[src/logic/led_afe_pkg.sv]
`default_nettype none
package led_afe_pkg;

  // Channel shape
  localparam int CH_N   = 4;
  localparam int CODE_W = 8;
  localparam int FS_W   = 2;
  localparam int CUR_W  = 17;

  // Register byte offsets
  localparam logic [7:0] OFF_CFG  = 8'h00;
  localparam logic [7:0] OFF_CURR = 8'h04;
  localparam logic [7:0] OFF_MAN  = 8'h20;

  // Field positions
  localparam int SIGREF_BIT   = 18;
  localparam int SOURCE_LSB   = 8;
  localparam int FS_LSB       = 0;
  localparam int MAN_MODE_BIT = 26;
  localparam int INTEG_BIT    = 23;
  localparam int CONN_LSB     = 19;

  // Writable bits and reset values
  localparam logic [31:0] CFG_MASK  = 32'h0004_0fff;
  localparam logic [31:0] CFG_RST   = 32'h0000_0055;
  localparam logic [31:0] CURR_MASK = 32'hffff_ffff;
  localparam logic [31:0] CURR_RST  = 32'h0000_0000;
  localparam logic [31:0] MAN_MASK  = 32'h04f8_0000;
  localparam logic [31:0] MAN_RST   = 32'h0000_0000;

  // Full-scale range codes and their currents in microamps
  localparam logic [FS_W-1:0]  FS_25  = 2'h0;
  localparam logic [FS_W-1:0]  FS_50  = 2'h1;
  localparam logic [FS_W-1:0]  FS_100 = 2'h2;
  localparam logic [CUR_W-1:0] UA_25  = 17'h0_61a8;
  localparam logic [CUR_W-1:0] UA_50  = 17'h0_c350;
  localparam logic [CUR_W-1:0] UA_100 = 17'h1_86a0;

  // Switch requests and switch settings
  typedef struct packed {
    logic       integrator_run;
    logic [3:0] output_connect;
  } switch_type;

  typedef struct packed {
    logic       integrator_short;
    logic [3:0] pin_connect;
  } analog_sw_type;

endpackage
`default_nettype wire

[src/logic/frontend_switch_select.sv]
`timescale 1ns/10ps
`default_nettype none
module frontend_switch_select (
  // Mode select
  input  wire logic                       manual_mode,
  // Competing switch requests
  input  wire led_afe_pkg::switch_type    manual_req,
  input  wire led_afe_pkg::switch_type    seq_req,
  // Resulting switch settings
  output led_afe_pkg::analog_sw_type      sw
);
  led_afe_pkg::switch_type pick;

  // Software owns the switches only in manual mode
  always_comb begin
    if (manual_mode) begin
      pick = manual_req;
    end else begin
      pick = seq_req;
    end
    sw.integrator_short = ~pick.integrator_run;          // see
    sw.pin_connect      = pick.output_connect;           // see
  end
endmodule
`default_nettype wire

[src/logic/led_afe_regs.sv]
// Register access over Wishbone was decided locally.
`timescale 1ns/10ps
`default_nettype none
// Functional notes
// Reference enable at bit 18, resets low
// Sink enables at bits 8..11, reset low
// Range codes 25, 50, 100 mA; 3 forbidden
// Range fields 7:6 down to 1:0, reset 1
// Four 8-bit current codes, reset zero
// Current equals (code+1) times range over 256
// Software avoids current code zero
// Bit 26 picks manual over sequencer
// Manual, bit 23 low: integrator shorted
// Manual, bit 23 high: integrator runs
// Manual, bit 22 connects D4 pin
// Manual, bits 21..19 connect D3..D1
// Sequencer mode ignores manual switch bits
// Unlisted bits read zero; fields read back
module led_afe_regs #(
  parameter int ADDR_W = 6
) (
  // Clock and reset
  input  wire logic              mclk,
  input  wire logic              rst,
  // Wishbone slave
  input  wire logic              wb_cyc_i,
  input  wire logic              wb_stb_i,
  input  wire logic              wb_we_i,
  input  wire logic [ADDR_W-1:0] wb_adr_i,
  input  wire logic [3:0]        wb_sel_i,
  input  wire logic [31:0]       wb_dat_i,
  output logic [31:0]       wb_dat_o,
  output logic              wb_ack_o,
  // Sequencer switch requests
  input  wire logic              seq_integrator_run,
  input  wire logic [3:0]        seq_output_connect,
  // Analog front-end controls
  output logic              sigref_on,
  output logic [3:0]        sink_source_on,
  output logic [7:0]        sink_full_scale,
  output logic [31:0]       sink_current_code,
  output logic [67:0]       sink_current_ua,
  output logic              manual_mode,
  output logic              integrator_short,
  output logic [3:0]        sink_pin_connect
);
  localparam int CW = led_afe_pkg::CUR_W;

  logic [31:0]             cfg_q;
  logic [31:0]             cfg_d;
  logic [31:0]             curr_q;
  logic [31:0]             curr_d;
  logic [31:0]             man_q;
  logic [31:0]             man_d;
  logic                    ack_q;
  logic                    ack_d;
  logic [31:0]             rdat_q;
  logic [31:0]             rdat_d;
  logic [4*CW-1:0]         ua_q;
  logic [4*CW-1:0]         ua_d;
  led_afe_pkg::analog_sw_type sw_q;
  led_afe_pkg::analog_sw_type sw_d;
  led_afe_pkg::switch_type manual_req;
  led_afe_pkg::switch_type seq_req;
  logic                    req;
  logic                    commit;
  logic [ADDR_W-3:0]       word;
  logic                    hit_cfg;
  logic                    hit_curr;
  logic                    hit_man;

  // Merge byte lanes, then drop bits that do not exist
  function automatic logic [31:0] merge(input logic [31:0] old,
                                        input logic [31:0] dat,
                                        input logic [3:0]  sel,
                                        input logic [31:0] mask);
    logic [31:0] lane;
    for (int i = 0; i < 4; i++) begin
      lane[i*8 +: 8] = {8{sel[i]}};
    end
    return ((old & ~lane) | (dat & lane)) & mask;
  endfunction

  // Address decode on word boundaries
  assign req      = wb_cyc_i & wb_stb_i;
  assign commit   = req & ack_q & wb_we_i;
  assign word     = wb_adr_i[ADDR_W-1:2];
  assign hit_cfg  = word == led_afe_pkg::OFF_CFG[ADDR_W-1:2];
  assign hit_curr = word == led_afe_pkg::OFF_CURR[ADDR_W-1:2];
  assign hit_man  = word == led_afe_pkg::OFF_MAN[ADDR_W-1:2];

  // Bus answer: one wait state, so the ack is a clean flop
  always_comb begin
    ack_d  = req & ~ack_q;
    rdat_d = 32'h0000_0000;
    if (req & ~ack_q) begin
      if (hit_cfg) begin
        rdat_d = cfg_q;
      end else if (hit_curr) begin
        rdat_d = curr_q;
      end else if (hit_man) begin
        rdat_d = man_q;
      end
    end
  end

  always_ff @(posedge mclk) begin
    if (rst) begin
      ack_q  <= 1'b0;
      rdat_q <= 32'h0000_0000;
    end else begin
      ack_q  <= ack_d;
      rdat_q <= rdat_d;
    end
  end

  // Writes land on the ack edge, when the master sees it too
  always_comb begin
    cfg_d  = cfg_q;
    curr_d = curr_q;
    man_d  = man_q;
    if (commit) begin
      if (hit_cfg) begin
        cfg_d = merge(cfg_q, wb_dat_i, wb_sel_i, led_afe_pkg::CFG_MASK);     // see see
      end
      if (hit_curr) begin
        curr_d = merge(curr_q, wb_dat_i, wb_sel_i, led_afe_pkg::CURR_MASK);
      end
      if (hit_man) begin
        man_d = merge(man_q, wb_dat_i, wb_sel_i, led_afe_pkg::MAN_MASK);
      end
    end
  end

  // Register file; unmapped writes are acked and dropped
  always_ff @(posedge mclk) begin
    if (rst) begin
      cfg_q  <= led_afe_pkg::CFG_RST;
      curr_q <= led_afe_pkg::CURR_RST;
      man_q  <= led_afe_pkg::MAN_RST;
    end else begin
      cfg_q  <= cfg_d;
      curr_q <= curr_d;
      man_q  <= man_d;
    end
  end

  // Per-channel target current
  for (genvar ch = 0; ch < led_afe_pkg::CH_N; ch++) begin : g_sink
    sink_current_calc #(
      .CODE_W (led_afe_pkg::CODE_W),
      .CUR_W  (CW)
    ) u_calc (
      .code       (curr_q[ch*8 +: 8]),
      .full_scale (cfg_q[led_afe_pkg::FS_LSB + ch*2 +: 2]),
      .current_ua (ua_d[ch*CW +: CW])
    );
  end

  // Gather both switch requests
  assign manual_req.integrator_run = man_q[led_afe_pkg::INTEG_BIT];
  assign manual_req.output_connect = man_q[led_afe_pkg::CONN_LSB +: 4];
  assign seq_req.integrator_run    = seq_integrator_run;
  assign seq_req.output_connect    = seq_output_connect;

  frontend_switch_select u_switch (
    .manual_mode (man_q[led_afe_pkg::MAN_MODE_BIT]),
    .manual_req  (manual_req),
    .seq_req     (seq_req),
    .sw          (sw_d)
  );

  // Analog controls are flopped so glitches never reach the sinks
  always_ff @(posedge mclk) begin
    if (rst) begin
      ua_q                  <= '0;
      sw_q.integrator_short <= 1'b1;                // Safe: integrator held in reset
      sw_q.pin_connect      <= 4'h0;
    end else begin
      ua_q <= ua_d;
      sw_q <= sw_d;
    end
  end

  // Outputs are register bits
  assign wb_ack_o          = ack_q;
  assign wb_dat_o          = rdat_q;
  assign sigref_on         = cfg_q[led_afe_pkg::SIGREF_BIT];
  assign sink_source_on    = cfg_q[led_afe_pkg::SOURCE_LSB +: 4];
  assign sink_full_scale   = cfg_q[led_afe_pkg::FS_LSB +: 8];
  assign sink_current_code = curr_q;
  assign sink_current_ua   = ua_q;
  assign manual_mode       = man_q[led_afe_pkg::MAN_MODE_BIT];
  assign integrator_short  = sw_q.integrator_short;
  assign sink_pin_connect  = sw_q.pin_connect;

  // Bus handshake checks
  a_ack_single_pulse: assert property (@(posedge mclk) disable iff (rst)
    wb_ack_o |=> !wb_ack_o)
    else $error("ack held longer than one cycle");

  a_ack_after_request: assert property (@(posedge mclk) disable iff (rst)
    (req && !wb_ack_o) |=> wb_ack_o)
    else $error("request not answered in one cycle");

  a_read_idle_zero: assert property (@(posedge mclk) disable iff (rst)
    !wb_ack_o |-> wb_dat_o == 32'h0000_0000)
    else $error("read data present without ack");

  // Reset values seen at release
  a_reset_values: assert property (@(posedge mclk) // see see
    rst |=> (cfg_q == 32'h0000_0055) && (curr_q == 32'h0000_0000)
            && !manual_mode && !sigref_on)
    else $error("register reset value wrong");

  a_switch_reset: assert property (@(posedge mclk)
    rst |=> integrator_short && (sink_pin_connect == 4'h0))
    else $error("switch reset value wrong");

  a_current_reset: assert property (@(posedge mclk)
    rst |=> sink_current_ua == 68'h0)
    else $error("sink current not cleared by reset");

  // Fields follow their writes and hold otherwise
  a_sigref_write: assert property (@(posedge mclk) disable iff (rst)
    (commit && hit_cfg && wb_sel_i[2])
    |=> sigref_on == $past(wb_dat_i[18]))
    else $error("reference enable did not take the write");

  a_source_write: assert property (@(posedge mclk) disable iff (rst)
    (commit && hit_cfg && wb_sel_i[1])
    |=> sink_source_on == $past(wb_dat_i[11:8]))
    else $error("sink enables did not take the write");

  a_range_write: assert property (@(posedge mclk) disable iff (rst)
    (commit && hit_cfg && wb_sel_i[0])
    |=> sink_full_scale == $past(wb_dat_i[7:0]))
    else $error("range fields did not take the write");

  a_lane_keeps_range: assert property (@(posedge mclk) disable iff (rst)
    (commit && hit_cfg && !wb_sel_i[0]) |=> $stable(sink_full_scale))
    else $error("unselected lane changed the range fields");

  a_code_write: assert property (@(posedge mclk) disable iff (rst)
    (commit && hit_curr && wb_sel_i[3])
    |=> sink_current_code[31:24] == $past(wb_dat_i[31:24]))
    else $error("channel four code did not take the write");

  a_mode_write: assert property (@(posedge mclk) disable iff (rst)
    (commit && hit_man && wb_sel_i[3])
    |=> manual_mode == $past(wb_dat_i[26]))
    else $error("override mode did not take the write");

  a_source_hold: assert property (@(posedge mclk) disable iff (rst)
    !(commit && hit_cfg) |=> $stable(sink_source_on))
    else $error("sink enables changed without a write");

  a_code_hold: assert property (@(posedge mclk) disable iff (rst)
    !(commit && hit_curr) |=> $stable(sink_current_code))
    else $error("current codes changed without a write");

  a_mode_hold: assert property (@(posedge mclk) disable iff (rst)
    !(commit && hit_man) |=> $stable(manual_mode))
    else $error("override mode changed without a write");

  // Readback matches the stored fields
  a_cfg_readback: assert property (@(posedge mclk) disable iff (rst)
    (wb_ack_o && !wb_we_i && hit_cfg) |-> wb_dat_o == cfg_q)
    else $error("config read data wrong");

  a_curr_readback: assert property (@(posedge mclk) disable iff (rst)
    (wb_ack_o && !wb_we_i && hit_curr) |-> wb_dat_o == curr_q)
    else $error("current read data wrong");

  a_man_readback: assert property (@(posedge mclk) disable iff (rst)
    (wb_ack_o && !wb_we_i && hit_man) |-> wb_dat_o == man_q)
    else $error("override read data wrong");

  a_cfg_reserved: assert property (@(posedge mclk) disable iff (rst)
    (wb_ack_o && hit_cfg) |-> (wb_dat_o & ~led_afe_pkg::CFG_MASK) == 32'h0000_0000)
    else $error("config reserved bits read nonzero");

  a_reserved_zero: assert property (@(posedge mclk) disable iff (rst)
    (wb_ack_o && hit_man) |-> (wb_dat_o & 32'hfb07_ffff) == 32'h0000_0000)
    else $error("reserved bits read nonzero");

  a_unmapped_zero: assert property (@(posedge mclk) disable iff (rst)
    (wb_ack_o && !hit_cfg && !hit_curr && !hit_man) |-> wb_dat_o == 32'h0000_0000)
    else $error("unmapped read returned data");

  a_read_no_change: assert property (@(posedge mclk) disable iff (rst)
    (req && !wb_we_i)
    |=> $stable(cfg_q) && $stable(curr_q) && $stable(man_q))
    else $error("read disturbed a register");

  a_unmapped_write_drop: assert property (@(posedge mclk) disable iff (rst)
    (commit && !hit_cfg && !hit_curr && !hit_man)
    |=> $stable(cfg_q) && $stable(curr_q) && $stable(man_q))
    else $error("unmapped write reached a register");

  // Current formula at chosen codes
  a_full_code_50: assert property (@(posedge mclk) disable iff (rst)
    (curr_q[7:0] == 8'hff && cfg_q[1:0] == 2'h1)
    |=> sink_current_ua[16:0] == 17'h0_c350)
    else $error("full code at 50 mA range wrong");

  a_full_code_100: assert property (@(posedge mclk) disable iff (rst) // see
    (curr_q[7:0] == 8'hff && cfg_q[1:0] == 2'h2)
    |=> sink_current_ua[16:0] == 17'h1_86a0)
    else $error("full code at 100 mA range wrong");

  a_low_code_100: assert property (@(posedge mclk) disable iff (rst)
    (curr_q[15:8] == 8'h01 && cfg_q[3:2] == 2'h2)
    |=> sink_current_ua[33:17] == 17'h0_030d)
    else $error("low code at 100 mA range wrong");

  a_low_code_25: assert property (@(posedge mclk) disable iff (rst)
    (curr_q[15:8] == 8'h01 && cfg_q[3:2] == 2'h0)
    |=> sink_current_ua[33:17] == 17'h0_00c3)
    else $error("low code at 25 mA range wrong");

  a_mid_code_50: assert property (@(posedge mclk) disable iff (rst)
    (curr_q[23:16] == 8'h80 && cfg_q[5:4] == 2'h1)
    |=> sink_current_ua[50:34] == 17'h0_626b)
    else $error("mid code at 50 mA range wrong");

  a_mid_code_100: assert property (@(posedge mclk) disable iff (rst)
    (curr_q[23:16] == 8'h80 && cfg_q[5:4] == 2'h2)
    |=> sink_current_ua[50:34] == 17'h0_c4d6)
    else $error("mid code at 100 mA range wrong");

  a_range_25_full: assert property (@(posedge mclk) disable iff (rst)
    (curr_q[31:24] == 8'hff && cfg_q[7:6] == 2'h0)
    |=> sink_current_ua[67:51] == 17'h0_61a8)
    else $error("full code at 25 mA range wrong");

  // Switch ownership
  a_manual_integrator: assert property (@(posedge mclk) disable iff (rst) // see
    manual_mode |=> integrator_short == !$past(man_q[23]))
    else $error("manual integrator switch wrong");

  a_manual_outputs: assert property (@(posedge mclk) disable iff (rst) // see
    manual_mode |=> sink_pin_connect == $past(man_q[22:19]))
    else $error("manual output switch wrong");

  a_sequencer_owns: assert property (@(posedge mclk) disable iff (rst) // see
    !manual_mode |=> (sink_pin_connect == $past(seq_output_connect))
                     && (integrator_short == !$past(seq_integrator_run)))
    else $error("sequencer lost switch control");

endmodule
`default_nettype wire

[src/logic/sink_current_calc.sv]
`timescale 1ns/10ps
`default_nettype none
module sink_current_calc #(
  parameter int CODE_W = 8,
  parameter int CUR_W  = 17
) (
  // Channel settings
  input  wire logic [CODE_W-1:0] code,
  input  wire logic [1:0]        full_scale,
  // Target sink current in microamps
  output logic [CUR_W-1:0]  current_ua
);
  logic [CUR_W-1:0]        range_ua;
  logic [CUR_W+CODE_W:0]   product;

  // Range lookup; the forbidden code drives nothing rather than guess
  always_comb begin
    case (full_scale)
      led_afe_pkg::FS_25:  range_ua = led_afe_pkg::UA_25;
      led_afe_pkg::FS_50:  range_ua = led_afe_pkg::UA_50;
      led_afe_pkg::FS_100: range_ua = led_afe_pkg::UA_100;
      default:             range_ua = '0;
    endcase
  end

  // (code + 1) * range / 256
  assign product    = ({1'b0, code} + 1'b1) * range_ua;
  assign current_ua = product[CUR_W+CODE_W-1:CODE_W];
endmodule
`default_nettype wire

[config.mk]
export PLATFORM = sky130hd
export DESIGN_NAME = led_afe_regs
export DESIGN_NICKNAME = d
export VERILOG_FILES = /design/src/logic/led_afe_pkg.sv /design/src/logic/frontend_switch_select.sv /design/src/logic/led_afe_regs.sv /design/src/logic/sink_current_calc.sv
export SDC_FILE = /design/constraint.sdc
export NUM_CORES = 1
export LEC_CHECK = 0
export BUFFER_PORTS_ARGS = -buffer_cell sky130_fd_sc_hd__buf_2
export CAP_MARGIN = 30
export CORE_ASPECT_RATIO = 0.9
export CORE_UTILIZATION = 55
export CTS_BUF_LIST = sky130_fd_sc_hd__clkbuf_16
export CTS_CLUSTER_SIZE = 30
export DETAILED_ROUTE_END_ITERATION = 12
export PLACE_DENSITY_LB_ADDON = 0.3
export SLEW_MARGIN = 15
export SYNTH_ARGS = -nofsm -noshare
export SYNTH_HDL_FRONTEND = slang
export SYNTH_SLANG_ARGS = --single-unit
[constraint.sdc]
create_clock -name mclk -period 6 [get_ports mclk]
set_input_delay 0.6 -clock mclk [delete_from_list [all_inputs] [get_ports mclk]]
set_output_delay 0.6 -clock mclk [all_outputs]
set_load 0.05 [all_outputs]
==> Word level (Yosys, flattened, before mapping) <==
Index checks and enable logic that the tools add are counted.
{ "classes": {"n_reduce_logical": 10, "multipliers": 4, "add_sub_neg": 4, "n_div": 0, "eq_ne": 10, "shift": 0, "magnitude_cmp": 0, "mux": 8, "bitwise": 15} }
{ "ops": {"columns": ["op", "n"], "rows": [
  ["$pmux 17 s3", 4],
  ["$mul 26x17->25", 4],
  ["$and 32x32->32", 2],
  ["$add 8x1->9 const B", 4],
  ["$mux 32", 1],
  ["$not 32->32", 1],
  ["$or 32x32->32", 1],
  ["$and 27x27->27", 1],
  ["$mux 27", 1],
  ["$or 27x27->27", 1],
  ["$and 19x19->19", 1],
  ["$mux 19", 1],
  ["$or 19x19->19", 1],
  ["$eq 2x1->1 const B", 4],
  ["$eq 2x2->1 const B", 4],
  ["$logic_not 2->1", 4],
  ["$reduce_and 2->1", 3],
  ["$mux 5", 1],
  ["$and 1x1->1", 4],
  ["$eq 4x1->1 const B", 1],
  ["$eq 4x4->1 const B", 1],
  ["$logic_not 4->1", 1],
  ["$not 1->1", 3],
  ["$reduce_or 3->1", 1],
  ["$reduce_or 2->1", 1]
]} }
{ "word_totals": {"romBits": 0, "latch_bits": 0, "mem_bits_rw": 0, "word_cells": 60, "input_bits": 52, "mem_count": 0, "out_inout_bits": 152, "ff_bits": 157} }

==> Depth between registers and ports, before layout <==
{ "logic_depth": {"word_depth": 4, "mapped_depth": 24, "depth_no_buf": 22} }

==> Modules after synthesis <==
A second synthesis with hierarchy kept.
{ "unflattened": {"hier_cells": 2142, "hier_area_um2": 19272.2} }
{ "modules_own_cells": {"columns": ["module", "n_inst", "area_per_inst_um2", "seq_area_each_um2", "cells_each"], "rows": [
  ["led_afe_regs", 1, 5261.3, 3143.0, 472],
  ["sink_current_calc at g_sink[3].u_calc", 1, 3503.4, 0.0, 413],
  ["sink_current_calc at g_sink[0].u_calc", 1, 3499.6, 0.0, 425],
  ["sink_current_calc at g_sink[2].u_calc", 1, 3483.3, 0.0, 414],
  ["sink_current_calc at g_sink[1].u_calc", 1, 3469.6, 0.0, 413],
  ["frontend_switch_select", 1, 55.1, 0.0, 5]
]} }

==> Least setup slack after synthesis <==
No wires, ideal clock.
{ "synth_path": {"path_kind": "reg2reg", "start": "register (tool-made name)", "end": "register ua_q[50] (netlist: sink_current_ua[50])", "setup_time_ps": 128, "t_arrival_ps": 5870, "n_path_buf": 1, "synth_period_minus_slack_ps": 5998, "path_slack_ps": 2, "required_time_ps": 5872, "path_stages_with_launch": 23, "path_cell_list": "dfxtp_1 clkbuf_1 and3_1 nand3_1 nor2_1 xor2_1 and2_1 inv_1 fa_1 inv_1 fa_1 fa_1 inv_1 fa_1 inv_1 ha_1 a21o_1 o21bai_1 a221o_1 a221o_1 a221oi_2 xnor2_1 nor2_1"} }
{ "synth_lines": {"columns": ["item", "line", "source"], "rows": [
  ["end signal, assigned", "led_afe_regs.sv:180", "ua_q <= ua_d;"],
  ["end, declared", "led_afe_regs.sv:59", "logic [4*CW-1:0] ua_q;"]
]} }

==> results.sh <==
export IMPL_grtUsageMet2_pct=47.4
export IMPL_cts_setup_buffers=0
export IMPL_fp_coreArea_mm2=0.0323
export IMPL_synth_edff_count=0
export IMPL_layout_commonest_cell="inv_1"
export IMPL_final_cell_mix="inv_1, fa_1, ha_1, buf_2, nand2_1"
export IMPL_synth_nets=2616
export IMPL_relSlewSlack_pct=38.9
export IMPL_power_mw=2.27
export IMPL_die_w_um=194
export IMPL_cts_buffers=17
export IMPL_first_iter_violations=823
export IMPL_cts_tree="yes"
export IMPL_grt_overflow=0
export IMPL_final_seq_area_mm2=0.00314
export IMPL_area_growth_pct=12.1
export IMPL_crit_path_max_fanout=8
export IMPL_ctsHtreeMaxLevel=4
export IMPL_worstSkewPairLatency_ns=0.47
export IMPL_synth_ff_type="dfxtp_1"
export IMPL_drive_gt1_share_pct=12.6
export IMPL_ctsLongestPathBuffers=2
export IMPL_cts_root_buf="clkbuf_16"
export IMPL_hold_viol=0
export IMPL_io_pins=204
export IMPL_p_leak_nw=11.1
export IMPL_ir_worst_vdd_v=0.000231
export IMPL_finalSetupViolCount=0
export IMPL_gr_usage_met1_pct=36.1
export IMPL_synth_top_area_cell="fa_1"
export IMPL_num_rows=62
export IMPL_p_per_area_mw_per_mm2=111
export IMPL_yosysSeqAreaShare_pct=17.2
export IMPL_drt_drc_violations_left=0
export IMPL_stdcell_area_mm2=0.0205
export IMPL_min_path_type="in2reg"
export IMPL_synth_seq_cells=157
export IMPL_final_setup_skew_ns=0.0146
export IMPL_nFillCells=2788
export IMPL_startpoint_type="register"
export IMPL_whs_ns=0.377
export IMPL_multi_input_area_mm2=0.0132
export IMPL_die_y_um=175
export IMPL_dieArea_mm2=0.0340
export IMPL_required_ns=6.31
export IMPL_routed_via_density=5.33
export IMPL_finalCriticalPeriod_ns=5.66
export IMPL_worst_slew_pin_slew_ns=0.917
export IMPL_critical_path_arrival_ns=5.97
export IMPL_wire_per_inst_um=16.6
export IMPL_gp_congestion=0.944
export IMPL_dr_pass1_iters=5
export IMPL_worstSetupPathType="reg2reg"
export IMPL_synth_top_area_share_pct=27.1
export IMPL_outcome="completed"
export IMPL_io_buffers=201
export IMPL_tns_ns=0
export IMPL_grt_util_met3_pct=5.23
export IMPL_clk_pin_slew_worst_paths_ns=0.07
export IMPL_dr_total_vias=14500
export IMPL_ctsHoldBuffers=0
export IMPL_crit_path_end_kind="register"
export IMPL_post_route_period_util_pct=94.3
export IMPL_yosysWarnings=0
export IMPL_antenna_found_initial=2
export IMPL_dp_hpwl_um=37900
export IMPL_report_final_slew_viol_count=0
export IMPL_synth_cell_types=63
export IMPL_finalNetCount=2819
export IMPL_numClockSinks=157
export IMPL_avgSynthCellArea_um2=8.72
export IMPL_grt_max_degree=85
export IMPL_postRouteAntennaNets=0
export IMPL_netlist_area_mm2=0.0183
export IMPL_placed_area_mm2=0.0199
export IMPL_synth_cells=2098
export IMPL_grt_pass1_vias=15100
export IMPL_clock_fmax_ghz=0.177
export IMPL_async_flop_share_pct=0
export IMPL_start_util_pct=56.6
export IMPL_grt_first_pass_wirelength_um=74900
export IMPL_top_usage_layer="met2"
export IMPL_synth_area_top_cells="fa_1, dfxtp_1, ha_1, inv_1, nand2_1"
export IMPL_rsz0062_at_grt="false"
export IMPL_maxCapViolations=0
export IMPL_drt_wl_total_um=45300
export IMPL_grtUsageTotal_pct=28.0
[worst max-delay path, cell delays in order (launching register included)]
cell      delay [ns]
dfxtp_1         0.46
ha_1            0.25
nand3_1         0.13
nor2_1          0.20
xor2_1          0.41
nand2_1         0.20
fa_1            0.51
fa_1            0.49
inv_1           0.05
fa_1            0.47
inv_1           0.05
fa_1            0.47
inv_1           0.04
ha_1            0.22
or4_1           0.50
o221ai_1        0.35
nor4_1          0.12
a311o_1         0.29
xnor2_1         0.23
nor2_1          0.06
[Yosys cell counts, types with 3 or more instances]
cell and number:
a21o_1 38, o21a_1 8, nand3_1 81, a221oi_1 3, inv_1 465, nor3b_1 3, a22o_1 13, ha_1 218
nor4b_1 3, nand3b_1 7, nor3_1 13, fa_1 248, nand4_1 8, a211oi_1 7, or3_1 3, o21ai_0 16
nand2b_1 24, xor2_1 52, a22oi_1 6, xnor2_1 47, nand2_1 171, dfxtp_1 157, and2_1 80, nor2_1 128
o21ai_1 11, mux2i_1 5, a31oi_1 10, o21bai_1 7, or2_2 14, o31ai_1 4, o221ai_1 3, a21boi_1 3
clkbuf_1 51, and3_1 29, a21oi_1 82, nor2b_1 45
[logic make-up (layout without fill, tap and decap cells)]
kind of cell    after synthesis  after routing  share of synthesized area, %
buf+inv                     517            733                          10.6
simple gates                617            617                          16.6
other cells                   0              1                             0
fa+ha+maj                   466            466                          42.0
compound gates              235            235                          8.49
xor+xnor                     99             99                          4.74
mux                           7              7                         0.396
flops                       157            157                          17.2
[path summary, 6_finish.rpt]
check	from	to	slack, ns	cells past startpoint
worst max-delay path	register	sink_current_ua[16]	0.34	19
worst min-delay path	seq_output_connect[0]	sink_pin_connect[0]	0.38	3
worst max register to register	register	sink_current_ua[16]	0.34	19
worst min register to register	register	register	0.47	2
[power by group]
group	internal, mW	switching (mW)
combinational	0.0254	0.0724
clock	0.560	0.558
sequential	1.05	0.00242
[timing repair]
action	CTS	global route
gates resized for setup	0	4
hold endpoints to repair	0	0
endpoints found under the setup margin	0	3
[cell type report]
class                           instances  share of cell area, %
Antenna cell                            1                 0.0122
Sequential cell                       157                   15.3
Tap cell                              416                   2.54
Clock inverter                         15                  0.841
Clock buffer                           17                   2.07
Multi-Input combinational cell       1424                   64.5
Timing Repair Buffer                  236                   6.18
Inverter                              465                   8.50
[layer usage]
| layer | wire length (um) | part of all wire, % |
|---|---|---|
| met5 | 13 | 0.029 |
| met4 | 1010 | 2.2 |
| met3 | 2830 | 6.3 |
| met2 | 21500 | 48 |
| met1 | 19900 | 44 |
[per-stage QoR]
| stage | util [%] | worst slack, ns | cells |
|---|---|---|---|
| after floorplan | - | 0.00247 | 2098 |
| after global placement | 61.5 | 0.361 | 2697 |
| after detailed placement | 61.5 | 0.257 | 2698 |
| after CTS | 63.4 | 0.250 | 2730 |
| after global routing | 63.4 | 0.0103 | 2731 |
| final | 63.4 | 0.344 | 2731 |
(Power assumes the default switching activity.)
